===== config.mk =====
export PLATFORM = sky130hd
export DESIGN_NAME = rdi_top
export DESIGN_NICKNAME = d
export VERILOG_FILES = /design/src/logic/rdi_pkg.sv /design/src/logic/rdi_top.sv
export VERILOG_INCLUDE_DIRS = /design/src /design/src/logic
export SDC_FILE = /design/constraint.sdc
export NUM_CORES = 1
export LEC_CHECK = 0
export BUFFER_PORTS_ARGS = -buffer_cell sky130_fd_sc_hd__buf_2
export CORE_ASPECT_RATIO = 0.8
export CORE_MARGIN = 2
export CORE_UTILIZATION = 30
export CTS_CLUSTER_SIZE = 25
export DETAILED_ROUTE_END_ITERATION = 12
export HOLD_SLACK_MARGIN = 0.15
export PLACE_DENSITY_LB_ADDON = 0.2
export RECOVER_POWER = 100
export SYNTH_ARGS = -nofsm -noshare
export SYNTH_HDL_FRONTEND = slang
export SYNTH_SLANG_ARGS = --single-unit

===== constraint.sdc =====
create_clock -name sys_clk -period 10.2 [get_ports sys_clk]
set_input_delay 1.02 -clock sys_clk [delete_from_list [all_inputs] [get_ports sys_clk]]
set_output_delay 1.02 -clock sys_clk [all_outputs]
set_load 0.01 [all_outputs]

===== src/logic/rdi_map.svh =====
// constants for the transceiver direction and interrupt mode block
`ifndef RDI_MAP_SVH
`define RDI_MAP_SVH
`define RDI_FIFO_DEPTH 16
`define RDI_DIV_W 16
`define RDI_CHAR_W 8
`define RDI_NPORT 2
`define RDI_MIN_BITS 3'h4
`define RDI_LINE_IDLE 1'b1
`endif


===== src/logic/rdi_pkg.sv =====
// types for the transceiver direction and interrupt mode block
`include "rdi_map.svh"
`default_nettype none
package rdi_pkg;
	typedef enum logic {drv_rts, drv_auto} rdi_drv_sel_t;
	typedef struct packed {
		logic multidrop;
		logic no_echo;
	} rdi_echo_sel_t;
	typedef enum logic [1:0] {
		irq_normal,
		irq_shared,
		irq_shared_pd,
		irq_off
	} rdi_irq_mode_t;
	typedef struct packed {
		logic [`RDI_DIV_W-1:0] divisor;
		logic [1:0]            data_len;
		logic                  par_en;
		logic                  par_even;
		logic                  two_stop;
		logic                  rts;
		logic                  ie_rx;
		logic                  ie_tx;
	} rdi_uart_cfg_t;
	typedef struct packed {
		logic                   par_err;
		logic                   frame_err;
		logic [`RDI_CHAR_W-1:0] data;
	} rdi_rx_char_t;
	typedef enum logic [2:0] {
		tx_idle, tx_start, tx_data, tx_par, tx_stop
	} rdi_tx_state_t;
	typedef enum logic [2:0] {
		rx_idle, rx_start, rx_data, rx_par, rx_stop
	} rdi_rx_state_t;
endpackage
`default_nettype wire


===== src/logic/rdi_top.sv =====
// two serial ports with line driver direction and interrupt mode logic
`include "rdi_map.svh"
`default_nettype none
module rdi_top #(
	parameter int FIFO_DEPTH = `RDI_FIFO_DEPTH
) (
	input  wire logic                                     sys_clk,
	input  wire logic                                     rst_b,
	input  wire rdi_pkg::rdi_drv_sel_t                    port1_driver_enable_select,
	input  wire rdi_pkg::rdi_drv_sel_t                    port2_driver_enable_select,
	input  wire rdi_pkg::rdi_echo_sel_t                   port1_echo_driver_select,
	input  wire rdi_pkg::rdi_echo_sel_t                   port2_echo_driver_select,
	input  wire rdi_pkg::rdi_irq_mode_t                   port1_irq_mode_select,
	input  wire rdi_pkg::rdi_irq_mode_t                   port2_irq_mode_select,
	input  wire logic [`RDI_NPORT-1:0]                    rts_route_fitted,
	input  wire rdi_pkg::rdi_uart_cfg_t [`RDI_NPORT-1:0]  uart_cfg,
	input  wire logic [`RDI_NPORT-1:0]                    tx_valid,
	input  wire logic [`RDI_NPORT-1:0][`RDI_CHAR_W-1:0]   tx_data,
	output logic [`RDI_NPORT-1:0]                         tx_ready,
	output logic [`RDI_NPORT-1:0]                         rx_valid,
	output rdi_pkg::rdi_rx_char_t [`RDI_NPORT-1:0]        rx_data,
	input  wire logic [`RDI_NPORT-1:0]                    rx_ready,
	output logic [`RDI_NPORT-1:0]                         rx_overrun,
	input  wire logic [`RDI_NPORT-1:0]                    line_rx,
	output logic [`RDI_NPORT-1:0]                         line_tx_out,
	output logic [`RDI_NPORT-1:0]                         line_tx_oe,
	output logic [`RDI_NPORT-1:0]                         rcv_en,
	output logic [`RDI_NPORT-1:0]                         rts_line_out,
	output logic [`RDI_NPORT-1:0]                         rts_line_oe,
	output logic [`RDI_NPORT-1:0]                         irq_out,
	output logic [`RDI_NPORT-1:0]                         irq_oe,
	output logic [`RDI_NPORT-1:0]                         irq_pulldown_en
);
	localparam int AW = $clog2(FIFO_DEPTH);

	if (FIFO_DEPTH < 2 || (1 << AW) != FIFO_DEPTH) begin : g_bad_depth
		$error("FIFO_DEPTH must be a power of two of at least 2");
	end

	function automatic logic ptr_full(input logic [AW:0] w, input logic [AW:0] r);
		return (w[AW] != r[AW]) && (w[AW-1:0] == r[AW-1:0]);
	endfunction

	// a divisor of zero would wrap to 65536 clocks per tick, so it is served as one
	function automatic logic [`RDI_DIV_W-1:0] div_m1(
		input logic [`RDI_DIV_W-1:0] div);
		return (div == '0) ? '0 : div - 16'h0001;
	endfunction

	logic rst_n_q1;
	logic rst_n;
	always_ff @(posedge sys_clk or negedge rst_b) begin
		if (!rst_b) begin
			rst_n_q1 <= 1'b0;
			rst_n    <= 1'b0;
		end else begin
			rst_n_q1 <= 1'b1;
			rst_n    <= rst_n_q1;
		end
	end

	wire rdi_pkg::rdi_drv_sel_t  drv_sel_in [`RDI_NPORT];
	wire rdi_pkg::rdi_echo_sel_t echo_in    [`RDI_NPORT];
	wire rdi_pkg::rdi_irq_mode_t irq_in     [`RDI_NPORT];
	assign drv_sel_in[0] = port1_driver_enable_select;
	assign drv_sel_in[1] = port2_driver_enable_select;
	assign echo_in[0]    = port1_echo_driver_select;
	assign echo_in[1]    = port2_echo_driver_select;
	assign irq_in[0]     = port1_irq_mode_select;
	assign irq_in[1]     = port2_irq_mode_select;

	for (genvar p = 0; p < `RDI_NPORT; p++) begin : g_port
		rdi_pkg::rdi_drv_sel_t  drv_sel_q;
		rdi_pkg::rdi_echo_sel_t echo_q;
		rdi_pkg::rdi_irq_mode_t irq_mode_q;
		logic                   route_q;
		rdi_pkg::rdi_uart_cfg_t cfg;
		assign cfg = uart_cfg[p];

		// straps are caught every clock; they are static in practice
		always_ff @(posedge sys_clk or negedge rst_n) begin
			if (!rst_n) begin
				drv_sel_q  <= rdi_pkg::drv_auto;
				echo_q     <= '0;
				irq_mode_q <= rdi_pkg::irq_off;
				route_q    <= 1'b0;
			end else begin
				drv_sel_q  <= drv_sel_in[p];
				echo_q     <= echo_in[p];
				irq_mode_q <= irq_in[p];
				route_q    <= rts_route_fitted[p];
			end
		end

		// transmit fifo
		logic [`RDI_CHAR_W-1:0] txm [FIFO_DEPTH];
		logic [AW:0]            txw_q;
		logic [AW:0]            txr_q;
		logic                   tx_pop;
		wire                    tx_empty = (txw_q == txr_q);
		wire                    tx_push = tx_valid[p] && tx_ready[p];
		assign tx_ready[p] = !ptr_full(txw_q, txr_q);
		always_ff @(posedge sys_clk) begin
			if (tx_push) begin
				txm[txw_q[AW-1:0]] <= tx_data[p];
			end
		end

		// transmit shifter
		rdi_pkg::rdi_tx_state_t tx_state_q, tx_state_d;
		logic [`RDI_DIV_W-1:0]  tx_cnt_q, tx_cnt_d;
		logic [2:0]             tx_bit_q, tx_bit_d;
		logic [`RDI_CHAR_W-1:0] tx_sh_q, tx_sh_d;
		logic                   tx_line_q, tx_line_d;
		logic                   tx_par_q, tx_par_d;
		logic                   tx_stop2_q, tx_stop2_d;
		wire                    tx_tick = (tx_cnt_q == '0);
		wire [2:0]              last_bit = {1'b0, cfg.data_len} + `RDI_MIN_BITS;

		always_comb begin
			tx_state_d = tx_state_q;
			tx_cnt_d   = tx_tick ? div_m1(cfg.divisor) : tx_cnt_q - 16'h0001;
			tx_bit_d   = tx_bit_q;
			tx_sh_d    = tx_sh_q;
			tx_line_d  = tx_line_q;
			tx_par_d   = tx_par_q;
			tx_stop2_d = tx_stop2_q;
			tx_pop     = 1'b0;
			unique case (tx_state_q)
				rdi_pkg::tx_idle: begin
					tx_cnt_d = div_m1(cfg.divisor);
					if (!tx_empty) begin
						tx_pop     = 1'b1;
						tx_sh_d    = txm[txr_q[AW-1:0]];
						tx_par_d   = !cfg.par_even;
						tx_line_d  = 1'b0;
						tx_state_d = rdi_pkg::tx_start;
					end
				end
				rdi_pkg::tx_start: begin
					if (tx_tick) begin
						tx_line_d  = tx_sh_q[0];
						tx_par_d   = tx_par_q ^ tx_sh_q[0];
						tx_sh_d    = tx_sh_q >> 1;
						tx_bit_d   = 3'h0;
						tx_state_d = rdi_pkg::tx_data;
					end
				end
				rdi_pkg::tx_data: begin
					if (tx_tick && tx_bit_q == last_bit) begin
						tx_stop2_d = cfg.two_stop;
						if (cfg.par_en) begin
							tx_line_d  = tx_par_q;
							tx_state_d = rdi_pkg::tx_par;
						end else begin
							tx_line_d  = `RDI_LINE_IDLE;
							tx_state_d = rdi_pkg::tx_stop;
						end
					end else if (tx_tick) begin
						tx_bit_d  = tx_bit_q + 3'h1;
						tx_line_d = tx_sh_q[0];
						tx_par_d  = tx_par_q ^ tx_sh_q[0];
						tx_sh_d   = tx_sh_q >> 1;
					end
				end
				rdi_pkg::tx_par: begin
					if (tx_tick) begin
						tx_line_d  = `RDI_LINE_IDLE;
						tx_state_d = rdi_pkg::tx_stop;
					end
				end
				rdi_pkg::tx_stop: begin
					if (tx_tick && tx_stop2_q) begin
						tx_stop2_d = 1'b0;
					end else if (tx_tick) begin
						tx_state_d = rdi_pkg::tx_idle;
					end
				end
			endcase
		end

		always_ff @(posedge sys_clk or negedge rst_n) begin
			if (!rst_n) begin
				txw_q      <= '0;
				txr_q      <= '0;
				tx_state_q <= rdi_pkg::tx_idle;
				tx_cnt_q   <= '0;
				tx_bit_q   <= 3'h0;
				tx_sh_q    <= '0;
				tx_line_q  <= `RDI_LINE_IDLE;
				tx_par_q   <= 1'b0;
				tx_stop2_q <= 1'b0;
			end else begin
				txw_q      <= txw_q + (AW+1)'(tx_push);
				txr_q      <= txr_q + (AW+1)'(tx_pop);
				tx_state_q <= tx_state_d;
				tx_cnt_q   <= tx_cnt_d;
				tx_bit_q   <= tx_bit_d;
				tx_sh_q    <= tx_sh_d;
				tx_line_q  <= tx_line_d;
				tx_par_q   <= tx_par_d;
				tx_stop2_q <= tx_stop2_d;
			end
		end

		// busy from the moment data waits until the last stop bit ends
		wire tx_busy = (tx_state_q != rdi_pkg::tx_idle) || !tx_empty;
		wire drv_d = !echo_q.multidrop ? 1'b1 :
		             (drv_sel_q == rdi_pkg::drv_rts) ? cfg.rts :
		             tx_busy;
		// receiver follows drv_d so it is off in the same cycle the driver is on
		wire rcv_d = !(echo_q.multidrop && echo_q.no_echo && drv_d);
		logic drv_q;
		logic rcv_q;
		logic rts_out_q;
		logic rts_oe_q;
		always_ff @(posedge sys_clk or negedge rst_n) begin
			if (!rst_n) begin
				drv_q     <= 1'b0;
				rcv_q     <= 1'b1;
				rts_out_q <= 1'b0;
				rts_oe_q  <= 1'b0;
			end else begin
				drv_q     <= drv_d;
				rcv_q     <= rcv_d;
				rts_out_q <= cfg.rts;
				rts_oe_q  <= !echo_q.multidrop && route_q;
			end
		end
		assign line_tx_out[p]  = tx_line_q;
		assign line_tx_oe[p]   = drv_q;
		assign rcv_en[p]       = rcv_q;
		assign rts_line_out[p] = rts_out_q;
		assign rts_line_oe[p]  = rts_oe_q;

		// receive line: three stages, a change counts when stages two and three agree
		logic rx_s1_q, rx_s2_q, rx_s3_q, rx_filt_q;
		always_ff @(posedge sys_clk or negedge rst_n) begin
			if (!rst_n) begin
				rx_s1_q   <= `RDI_LINE_IDLE;
				rx_s2_q   <= `RDI_LINE_IDLE;
				rx_s3_q   <= `RDI_LINE_IDLE;
				rx_filt_q <= `RDI_LINE_IDLE;
			end else begin
				rx_s1_q   <= line_rx[p];
				rx_s2_q   <= rx_s1_q;
				rx_s3_q   <= rx_s2_q;
				rx_filt_q <= (rx_s2_q == rx_s3_q) ? rx_s3_q : rx_filt_q;
			end
		end
		// a disabled receiver reads as an idle line
		wire rx_line = rcv_q ? rx_filt_q : `RDI_LINE_IDLE;

		// receive fifo
		rdi_pkg::rdi_rx_char_t  rxm [FIFO_DEPTH];
		logic [AW:0]            rxw_q;
		logic [AW:0]            rxr_q;
		logic                   rx_push;
		wire                    rx_full = ptr_full(rxw_q, rxr_q);
		wire                    rx_pop = rx_valid[p] && rx_ready[p];
		wire                    rx_wr = rx_push && !rx_full;
		assign rx_valid[p] = (rxw_q != rxr_q);
		assign rx_data[p]  = rxm[rxr_q[AW-1:0]];

		rdi_pkg::rdi_rx_state_t rx_state_q, rx_state_d;
		logic [`RDI_DIV_W-1:0]  rx_cnt_q, rx_cnt_d;
		logic [2:0]             rx_bit_q, rx_bit_d;
		logic [`RDI_CHAR_W-1:0] rx_sh_q, rx_sh_d;
		logic                   rx_par_q, rx_par_d;
		logic                   rx_perr_q, rx_perr_d;
		wire                    rx_tick = (rx_cnt_q == '0);
		rdi_pkg::rdi_rx_char_t  rx_char;
		assign rx_char.par_err   = rx_perr_q;
		assign rx_char.frame_err = !rx_line;
		assign rx_char.data      = rx_sh_q >> (2'h3 - cfg.data_len);

		always_comb begin
			rx_state_d = rx_state_q;
			rx_cnt_d   = rx_tick ? div_m1(cfg.divisor) : rx_cnt_q - 16'h0001;
			rx_bit_d   = rx_bit_q;
			rx_sh_d    = rx_sh_q;
			rx_par_d   = rx_par_q;
			rx_perr_d  = rx_perr_q;
			rx_push    = 1'b0;
			unique case (rx_state_q)
				rdi_pkg::rx_idle: begin
					rx_cnt_d = div_m1(cfg.divisor) >> 1;
					if (!rx_line) begin
						rx_state_d = rdi_pkg::rx_start;
					end
				end
				rdi_pkg::rx_start: begin
					if (rx_tick && rx_line) begin
						rx_state_d = rdi_pkg::rx_idle;
					end else if (rx_tick) begin
						rx_bit_d   = 3'h0;
						rx_par_d   = !cfg.par_even;
						rx_perr_d  = 1'b0;
						rx_state_d = rdi_pkg::rx_data;
					end
				end
				rdi_pkg::rx_data: begin
					if (rx_tick) begin
						rx_sh_d  = {rx_line, rx_sh_q[`RDI_CHAR_W-1:1]};
						rx_par_d = rx_par_q ^ rx_line;
						rx_bit_d = rx_bit_q + 3'h1;
						if (rx_bit_q == last_bit) begin
							rx_state_d = cfg.par_en ? rdi_pkg::rx_par
							                        : rdi_pkg::rx_stop;
						end
					end
				end
				rdi_pkg::rx_par: begin
					if (rx_tick) begin
						rx_perr_d  = (rx_line != rx_par_q);
						rx_state_d = rdi_pkg::rx_stop;
					end
				end
				rdi_pkg::rx_stop: begin
					if (rx_tick) begin
						rx_push    = 1'b1;
						rx_state_d = rdi_pkg::rx_idle;
					end
				end
			endcase
		end

		always_ff @(posedge sys_clk) begin
			if (rx_wr) begin
				rxm[rxw_q[AW-1:0]] <= rx_char;
			end
		end

		logic ovr_q;
		always_ff @(posedge sys_clk or negedge rst_n) begin
			if (!rst_n) begin
				rxw_q      <= '0;
				rxr_q      <= '0;
				rx_state_q <= rdi_pkg::rx_idle;
				rx_cnt_q   <= '0;
				rx_bit_q   <= 3'h0;
				rx_sh_q    <= '0;
				rx_par_q   <= 1'b0;
				rx_perr_q  <= 1'b0;
				ovr_q      <= 1'b0;
			end else begin
				rxw_q      <= rxw_q + (AW+1)'(rx_wr);
				rxr_q      <= rxr_q + (AW+1)'(rx_pop);
				rx_state_q <= rx_state_d;
				rx_cnt_q   <= rx_cnt_d;
				rx_bit_q   <= rx_bit_d;
				rx_sh_q    <= rx_sh_d;
				rx_par_q   <= rx_par_d;
				rx_perr_q  <= rx_perr_d;
				ovr_q      <= rx_push && rx_full;
			end
		end
		assign rx_overrun[p] = ovr_q;

		// interrupt request and its line drive per mode
		wire irq_req = (cfg.ie_rx && rx_valid[p]) || (cfg.ie_tx && !tx_busy);
		wire shared = (irq_mode_q == rdi_pkg::irq_shared) ||
		              (irq_mode_q == rdi_pkg::irq_shared_pd);
		logic irq_out_q;
		logic irq_oe_q;
		logic pd_q;
		always_ff @(posedge sys_clk or negedge rst_n) begin
			if (!rst_n) begin
				irq_out_q <= 1'b0;
				irq_oe_q  <= 1'b0;
				pd_q      <= 1'b0;
			end else begin
				irq_out_q <= shared ? 1'b1 : irq_req;
				irq_oe_q  <= (irq_mode_q == rdi_pkg::irq_normal) ||
				             (shared && irq_req);
				// only one port on a shared line may set this
				pd_q      <= (irq_mode_q == rdi_pkg::irq_shared_pd);
			end
		end
		assign irq_out[p]         = irq_out_q;
		assign irq_oe[p]          = irq_oe_q;
		assign irq_pulldown_en[p] = pd_q;
	end
endmodule
`default_nettype wire


==> Word-level counts from Yosys, hierarchy flattened <==
Memories as Yosys holds them, arrays and structs flattened.
Cells that the tools add are included.
{ "word_totals": {"reg_bits": 208, "elab_cells": 402, "out_inout_bits": 42, "mem_bits_rw": 576, "n_memories": 4} }
{ "op_classes": {"muxes": 128, "eq_ne": 74, "n_bitwise": 4, "n_reduce_logical": 98, "add_sub_neg": 22, "n_shift": 2} }
{ "memory_table": {"columns": ["name", "depth", "word_bits", "read_ports", "rd_ports_with_merged_regs", "wr", "line_no", "text"], "rows": [
  ["g_port[0].rxm", 16, 10, 1, 0, 1, "rdi_top.sv:255", "rdi_pkg::rdi_rx_char_t rxm [FIFO_DEPTH];"],
  ["g_port[1].rxm", 16, 10, 1, 0, 1, "rdi_top.sv:255", null],
  ["g_port[0].txm", 16, 8, 1, 0, 1, "rdi_top.sv:96", "logic [`RDI_CHAR_W-1:0] txm [FIFO_DEPTH];"],
  ["g_port[1].txm", 16, 8, 1, 0, 1, "rdi_top.sv:96", null]
]} }
{ "op_table": {"columns": ["op", "n"], "rows": [
  ["2-to-1 mux 16 bit", 10],
  ["2-to-1 mux 3 bit", 36],
  ["zero test 16 bit", 6],
  ["subtractor 16 x 1 -> 16 bit (second input constant)", 6],
  ["inequality test 2 bit (second input constant)", 32],
  ["case mux 3 bit (5 select lines)", 4],
  ["2-to-1 mux 1 bit", 56],
  ["2-to-1 mux 8 bit", 6],
  ["case mux 8 bit (3 select lines)", 2],
  ["adder 5 x 1 -> 5 bit", 8],
  ["logical AND 1 bit", 30],
  ["== test 3 x 2 -> 1 bit (second input constant)", 8],
  ["case mux 3 bit (2 select lines)", 4],
  ["AND reduction 4 bit", 6],
  ["AND reduction 6 bit", 4],
  ["AND reduction 3 bit", 6],
  ["== test 4 bit", 4],
  ["zero test 1 bit", 16],
  ["nonzero test 2 bit", 8],
  ["right shift 8 x 2 -> 8 bit", 2],
  ["adder 3 x 1 -> 3 bit (second input constant)", 4],
  ["== test 3 x 1 -> 1 bit (second input constant)", 4],
  ["== test 3 bit", 4],
  ["== test 3 bit (second input constant)", 4],
  ["other kinds (19)", 58]
]} }

==> Logic depth before layout (Yosys ltp) <==
{ "depth": {"depth_word": 8, "depth_mapped": 11, "mapped_depth_nobuf": 10} }

==> Worst setup path before layout <==
No wires, ideal clock.
{ "synth_path": {"kind": "register to register", "start": "reg g_port[0].rx_cnt_q[4]", "end": "mem g_port[0].rxm[9][0] in the netlist's numbering, enable pin", "stages_incl_launch_ff": 7, "arrival_ps": 3113, "path_buffers": 2, "t_required_ps": 9796, "period_less_slack_ps": 3517, "slack_ps": 6683, "path_cell_list": "dfrtp_1 -> or4_1 -> clkbuf_1 -> nor4_1 -> nand3_1 -> clkbuf_1 -> nor4_1"} }
{ "synth_between": {"elab_chain_len": 6} }
{ "synth_lines": {"columns": ["item", "line_no", "text"], "rows": [
  ["start: declaration", "rdi_top.sv:266", "logic [`RDI_DIV_W-1:0] rx_cnt_q, rx_cnt_d;"],
  ["start signal: assignment", "rdi_top.sv:350", "rx_cnt_q <= rx_cnt_d;"],
  ["zero test 16 bit", "rdi_top.sv:271", "wire rx_tick = (rx_cnt_q == '0);"],
  ["2-to-1 mux 1 bit", "rdi_top.sv:320", "if (rx_tick) begin"],
  ["2-to-1 mux 1 bit", "rdi_top.sv:285", "unique case (rx_state_q)"],
  ["logical AND 1 bit", "rdi_top.sv:261", "wire rx_wr = rx_push && !rx_full;"],
  ["2-to-1 mux 1 bit", "rdi_top.sv:329", "if (rx_wr) begin"],
  ["2-to-1 mux 1 bit (not written as such)", "rdi_top.sv:330", "rxm[rxw_q[AW-1:0]] <= rx_char;"],
  ["end: declaration", "rdi_top.sv:255", null]
]} }
Every way passes these cells.

==> Final worst setup path <==
{ "layout_path": {"start": "reg g_port[0].txr_q[0]", "end": "out tx_ready[0]"} }
{ "layout_between": {"elab_chain_len": 3} }
{ "layout_lines": {"columns": ["item", "line_no", "text"], "rows": [
  ["start: declaration", "rdi_top.sv:98", "logic [AW:0] txr_q;"],
  ["start signal: assignment", "rdi_top.sv:195", "txr_q <= txr_q + (AW+1)'(tx_pop);"],
  ["== test 4 bit", "rdi_top.sv:41", "return (w[AW] != r[AW]) && (w[AW-1:0] == r[AW-1:0]);"],
  ["logical AND 1 bit", "rdi_top.sv:41", null],
  ["zero test 1 bit", "rdi_top.sv:102", "assign tx_ready[p] = !ptr_full(txw_q, txr_q);"],
  ["end: declaration", "rdi_top.sv:19", "output logic [`RDI_NPORT-1:0] tx_ready,"]
]} }
Every way passes these cells.

==> impl_results.md <==
- Status: finished with violations
- Failing checks: max-capacitance violations, max-slew violations
- ANT nets after route: 0
- Share of post-route cells with drive strength above 1: 0.161
- CP Launch Type: flip-flop
- Final Cycle Share: 0.575
- Largest stage delay on the critical path: 2.57 ns
- DR vias/cell: 4.99
- Seq/Total Area, Yosys: 0.666
- Worst-path clk slew: 0.06 ns
- CTS tree: yes
- Largest net degree at the start of global routing: 128
- First-pass GRT wire length: 126,000 um
- R2R Path Start: g_port[0].txr_q[0]
- Synth Area in Adders: 0.0124
- WL/cell: 21.0 um
- Synth Area in Compound Gates: 0.0622
- Most frequent cell after synthesis: edfxtp_1
- Max-slew headroom: -1.43
- Synth Cell Area: 33,800 um2
- LEAKAGE: 13.8 nW
- # port buffers: 125
- Worst path cell trace: clkbuf_1 -> xor2_1 -> nor4_1 -> clkbuf_1 -> nand2_1 -> clkbuf_1
- Core box area: 112,000 um2
- Routed WL: 83,300 um
- Clk sinks: 784
- GRT Total Usage: 0.144
- Worst path most repeated cell: clkbuf_1
- Yosys Warn Count: 0
- Ys async rst share: 0.265
- Final setup vio count: 0
- Proportion of synthesized area in mux cells: 0.120
- Hold Vio Cnt, Final: 0
- Drt pass-1 iters: 5
- CP delay by family, top: buffers and inverters
- Num ports: 126
- Max Fclk: 171 MHz
- Top post-synthesis cells by area: edfxtp_1, dfrtp_1, mux4_2
- Top-area cell type share of the netlist area: 0.512
- Worst Path Buf+Inv: 3
- Area Overhead vs Synth: 14.7%
- RSZ-0062 raised after global routing: no
- Initial antenna violation count: 7
- Post-Synthesis Mean Instance Area: 14.9 um2
- DRT iter0 DRCs: 1,775
- Pwr Density: 202 nW/um2
- CP Capture Type: output pin
- Post-synthesis xor/xnor area fraction: 0.0300
- HPWL after DPL: 55,600 um
- Hold WC Path Type: reg2reg
- Setup tns final: 0 ns
- Cells after synthesis: 2,269
- Maximum vdd drop: 0.000141 V
- # DRC: 0
- WP data required: 9.18 ns
- CTS max path bufs: 3
- #FFs+latches synth: 784
- Clock skew: 0.0266 ns
- Crit path time final: 5.86 ns
- Syn_nets: 2,385
- Clock latency at the later pin of the worst-skew pair: 0.67 ns
- Hold path startpoint: rst_n_q1
- Post-synthesis cell type count: 77
- Die Height: 304 um
- Root buf cell: clkbuf_16
- Crit-path slowest cell: clkbuf_1
- Top cells by instance count after synthesis: edfxtp_1, dfrtp_1, nor2_1, mux2i_1, mux4_2
- Post-synth top flop: edfxtp_1
- Crit Path Class: reg2out
- Area share of and/or/nand/nor cells after synthesis: 0.0857
- Arr. time, crit path: 4.84 ns
- Site row count: 110
- Critical Path Source: g_port[0].txr_q[0]
- Die area: 115,000 um2
- Post-CTS Setup Bufs: 0
- H-tree levels: 3
- Main combinational cell family by area after synthesis: multiplexers
- EDFF count, synth: 576
- Total power: 0.00783 W
- Vias in the first global route: 19.9k
- Pins Over Slew Limit: 450
- Nets: 2,492
- Fill count: 10.7k
- Critical path peak fanout: 47
- Slew @ Worst Pin: 3.65 ns
- RePlAce Congestion: 0.832
- Remaining Overflow, GRT: 0
- Vias: 19.8k
- Largest area contributor in the netlist: edfxtp_1
- Max capacitance violation total: 23
- Die Wd: 379 um
- Starting Density: 0.301
- Number of CTS-inserted buffers: 85
metal layers:
| metal | track usage | routed length, um |
|---|---|---|
| met5 | 0 | 46 |
| met2 | 0.208 | 36000 |
| met4 | 0.0365 | 1910 |
| met3 | 0.0340 | 5360 |
| met1 | 0.215 | 40000 |
through the flow:
stage               utilization  hold slack, ns  cell area (um2)  worst slack [ns]  instances
finish                    0.346           0.355            38800              4.34       3962
global route              0.346           0.370            38800              3.69       3961
CTS                       0.348           0.276            39000              5.78       3959
detailed placement        0.322           0.278            36100              6.14       3799
global placement          0.322           0.268            36100              6.25       3799
floorplan                     -           0.331            33800              4.01       2269
cell families (layout without fill, tap and decap cells):
| kind of cell | count (synthesis) | after routing |
|---|---|---|
| flip-flops | 784 | 784 |
| AND/OR/NAND/NOR | 569 | 569 |
| AO/OA/AOI/OAI | 321 | 321 |
| multiplexers | 262 | 262 |
| buffers and inverters | 182 | 361 |
| XOR/XNOR | 116 | 116 |
| adder cells (fa/ha/maj) | 34 | 34 |
| other | 1 | 3 |
where the power goes:
group,internal (W),switching (W)
logic,0.000313,0.000460
registers,0.00365,0.000170
clock network,0.00193,0.00132
cells in the final DEF (no fill, tap or decap), drive strengths merged, types with 18 or more instances in the layout:
cell,synthesis,routed
ha,32,32
dfstp,18,18
clkinv,1,26
nand2,110,110
inv,40,44
clkbuf,97,196
xor2,58,58
mux2i,118,118
a21oi,79,79
nand3,35,35
a221oi,22,22
mux4,112,112
nand2b,23,23
o21ai,67,67
a22oi,26,26
nor4,44,44
nor3,65,65
dfrtp,190,190
o22ai,25,25
buf,44,71
xnor2,58,58
edfxtp,576,576
nor2,154,154
mux2,32,32
timing repair:
action                    CTS  global route
hold buffers                1             0
gates resized for setup     0             0
hold endpoints to repair    2             0
final timing paths:
kind | endpoint | slack, ns | cells past startpoint
worst max-delay path | tx_ready[0] | 4.34 | 6
worst min-delay path | rst_n | 0.36 | 0
worst max register to register | g_port[0].txm[0][1] | 4.36 | 7
worst min register to register | rst_n | 0.36 | 0
max in group asynchronous | g_port[0].txr_q[0] | 5.70 | 1
min in group asynchronous | g_port[0].tx_cnt_q[14] | 0.53 | 0
area by class of cell:
cell class	instances	area, um2	area share
Timing Repair Buffer	161	737	0.0190
Clock inverter	52	693	0.0179
Inverter	41	154	0.00397
Sequential cell	784	22500	0.581
Antenna cell	2	5.00	0.000129
Tap cell	1512	1890	0.0488
Multi-Input combinational cell	1303	10500	0.270
Clock buffer	107	2270	0.0586
state kept, by name, summed over array words and instances, names as in the netlist, 4 cells and up:
register and flops:
g_port.rxm 320, g_port.txw_q 10, g_port.tx_state_q 6, g_port.rxr_q 10, g_port.rx_bit_q 6, g_port.tx_cnt_q 32, g_port.txm 256, g_port.rx_state_q 6
g_port.rx_sh_q 16, g_port.echo_q 4, g_port.irq_mode_q 4, g_port.tx_bit_q 6, g_port.rxw_q 10, g_port.tx_sh_q 16, g_port.txr_q 10, g_port.rx_cnt_q 32
(Power assumes the default switching activity.)
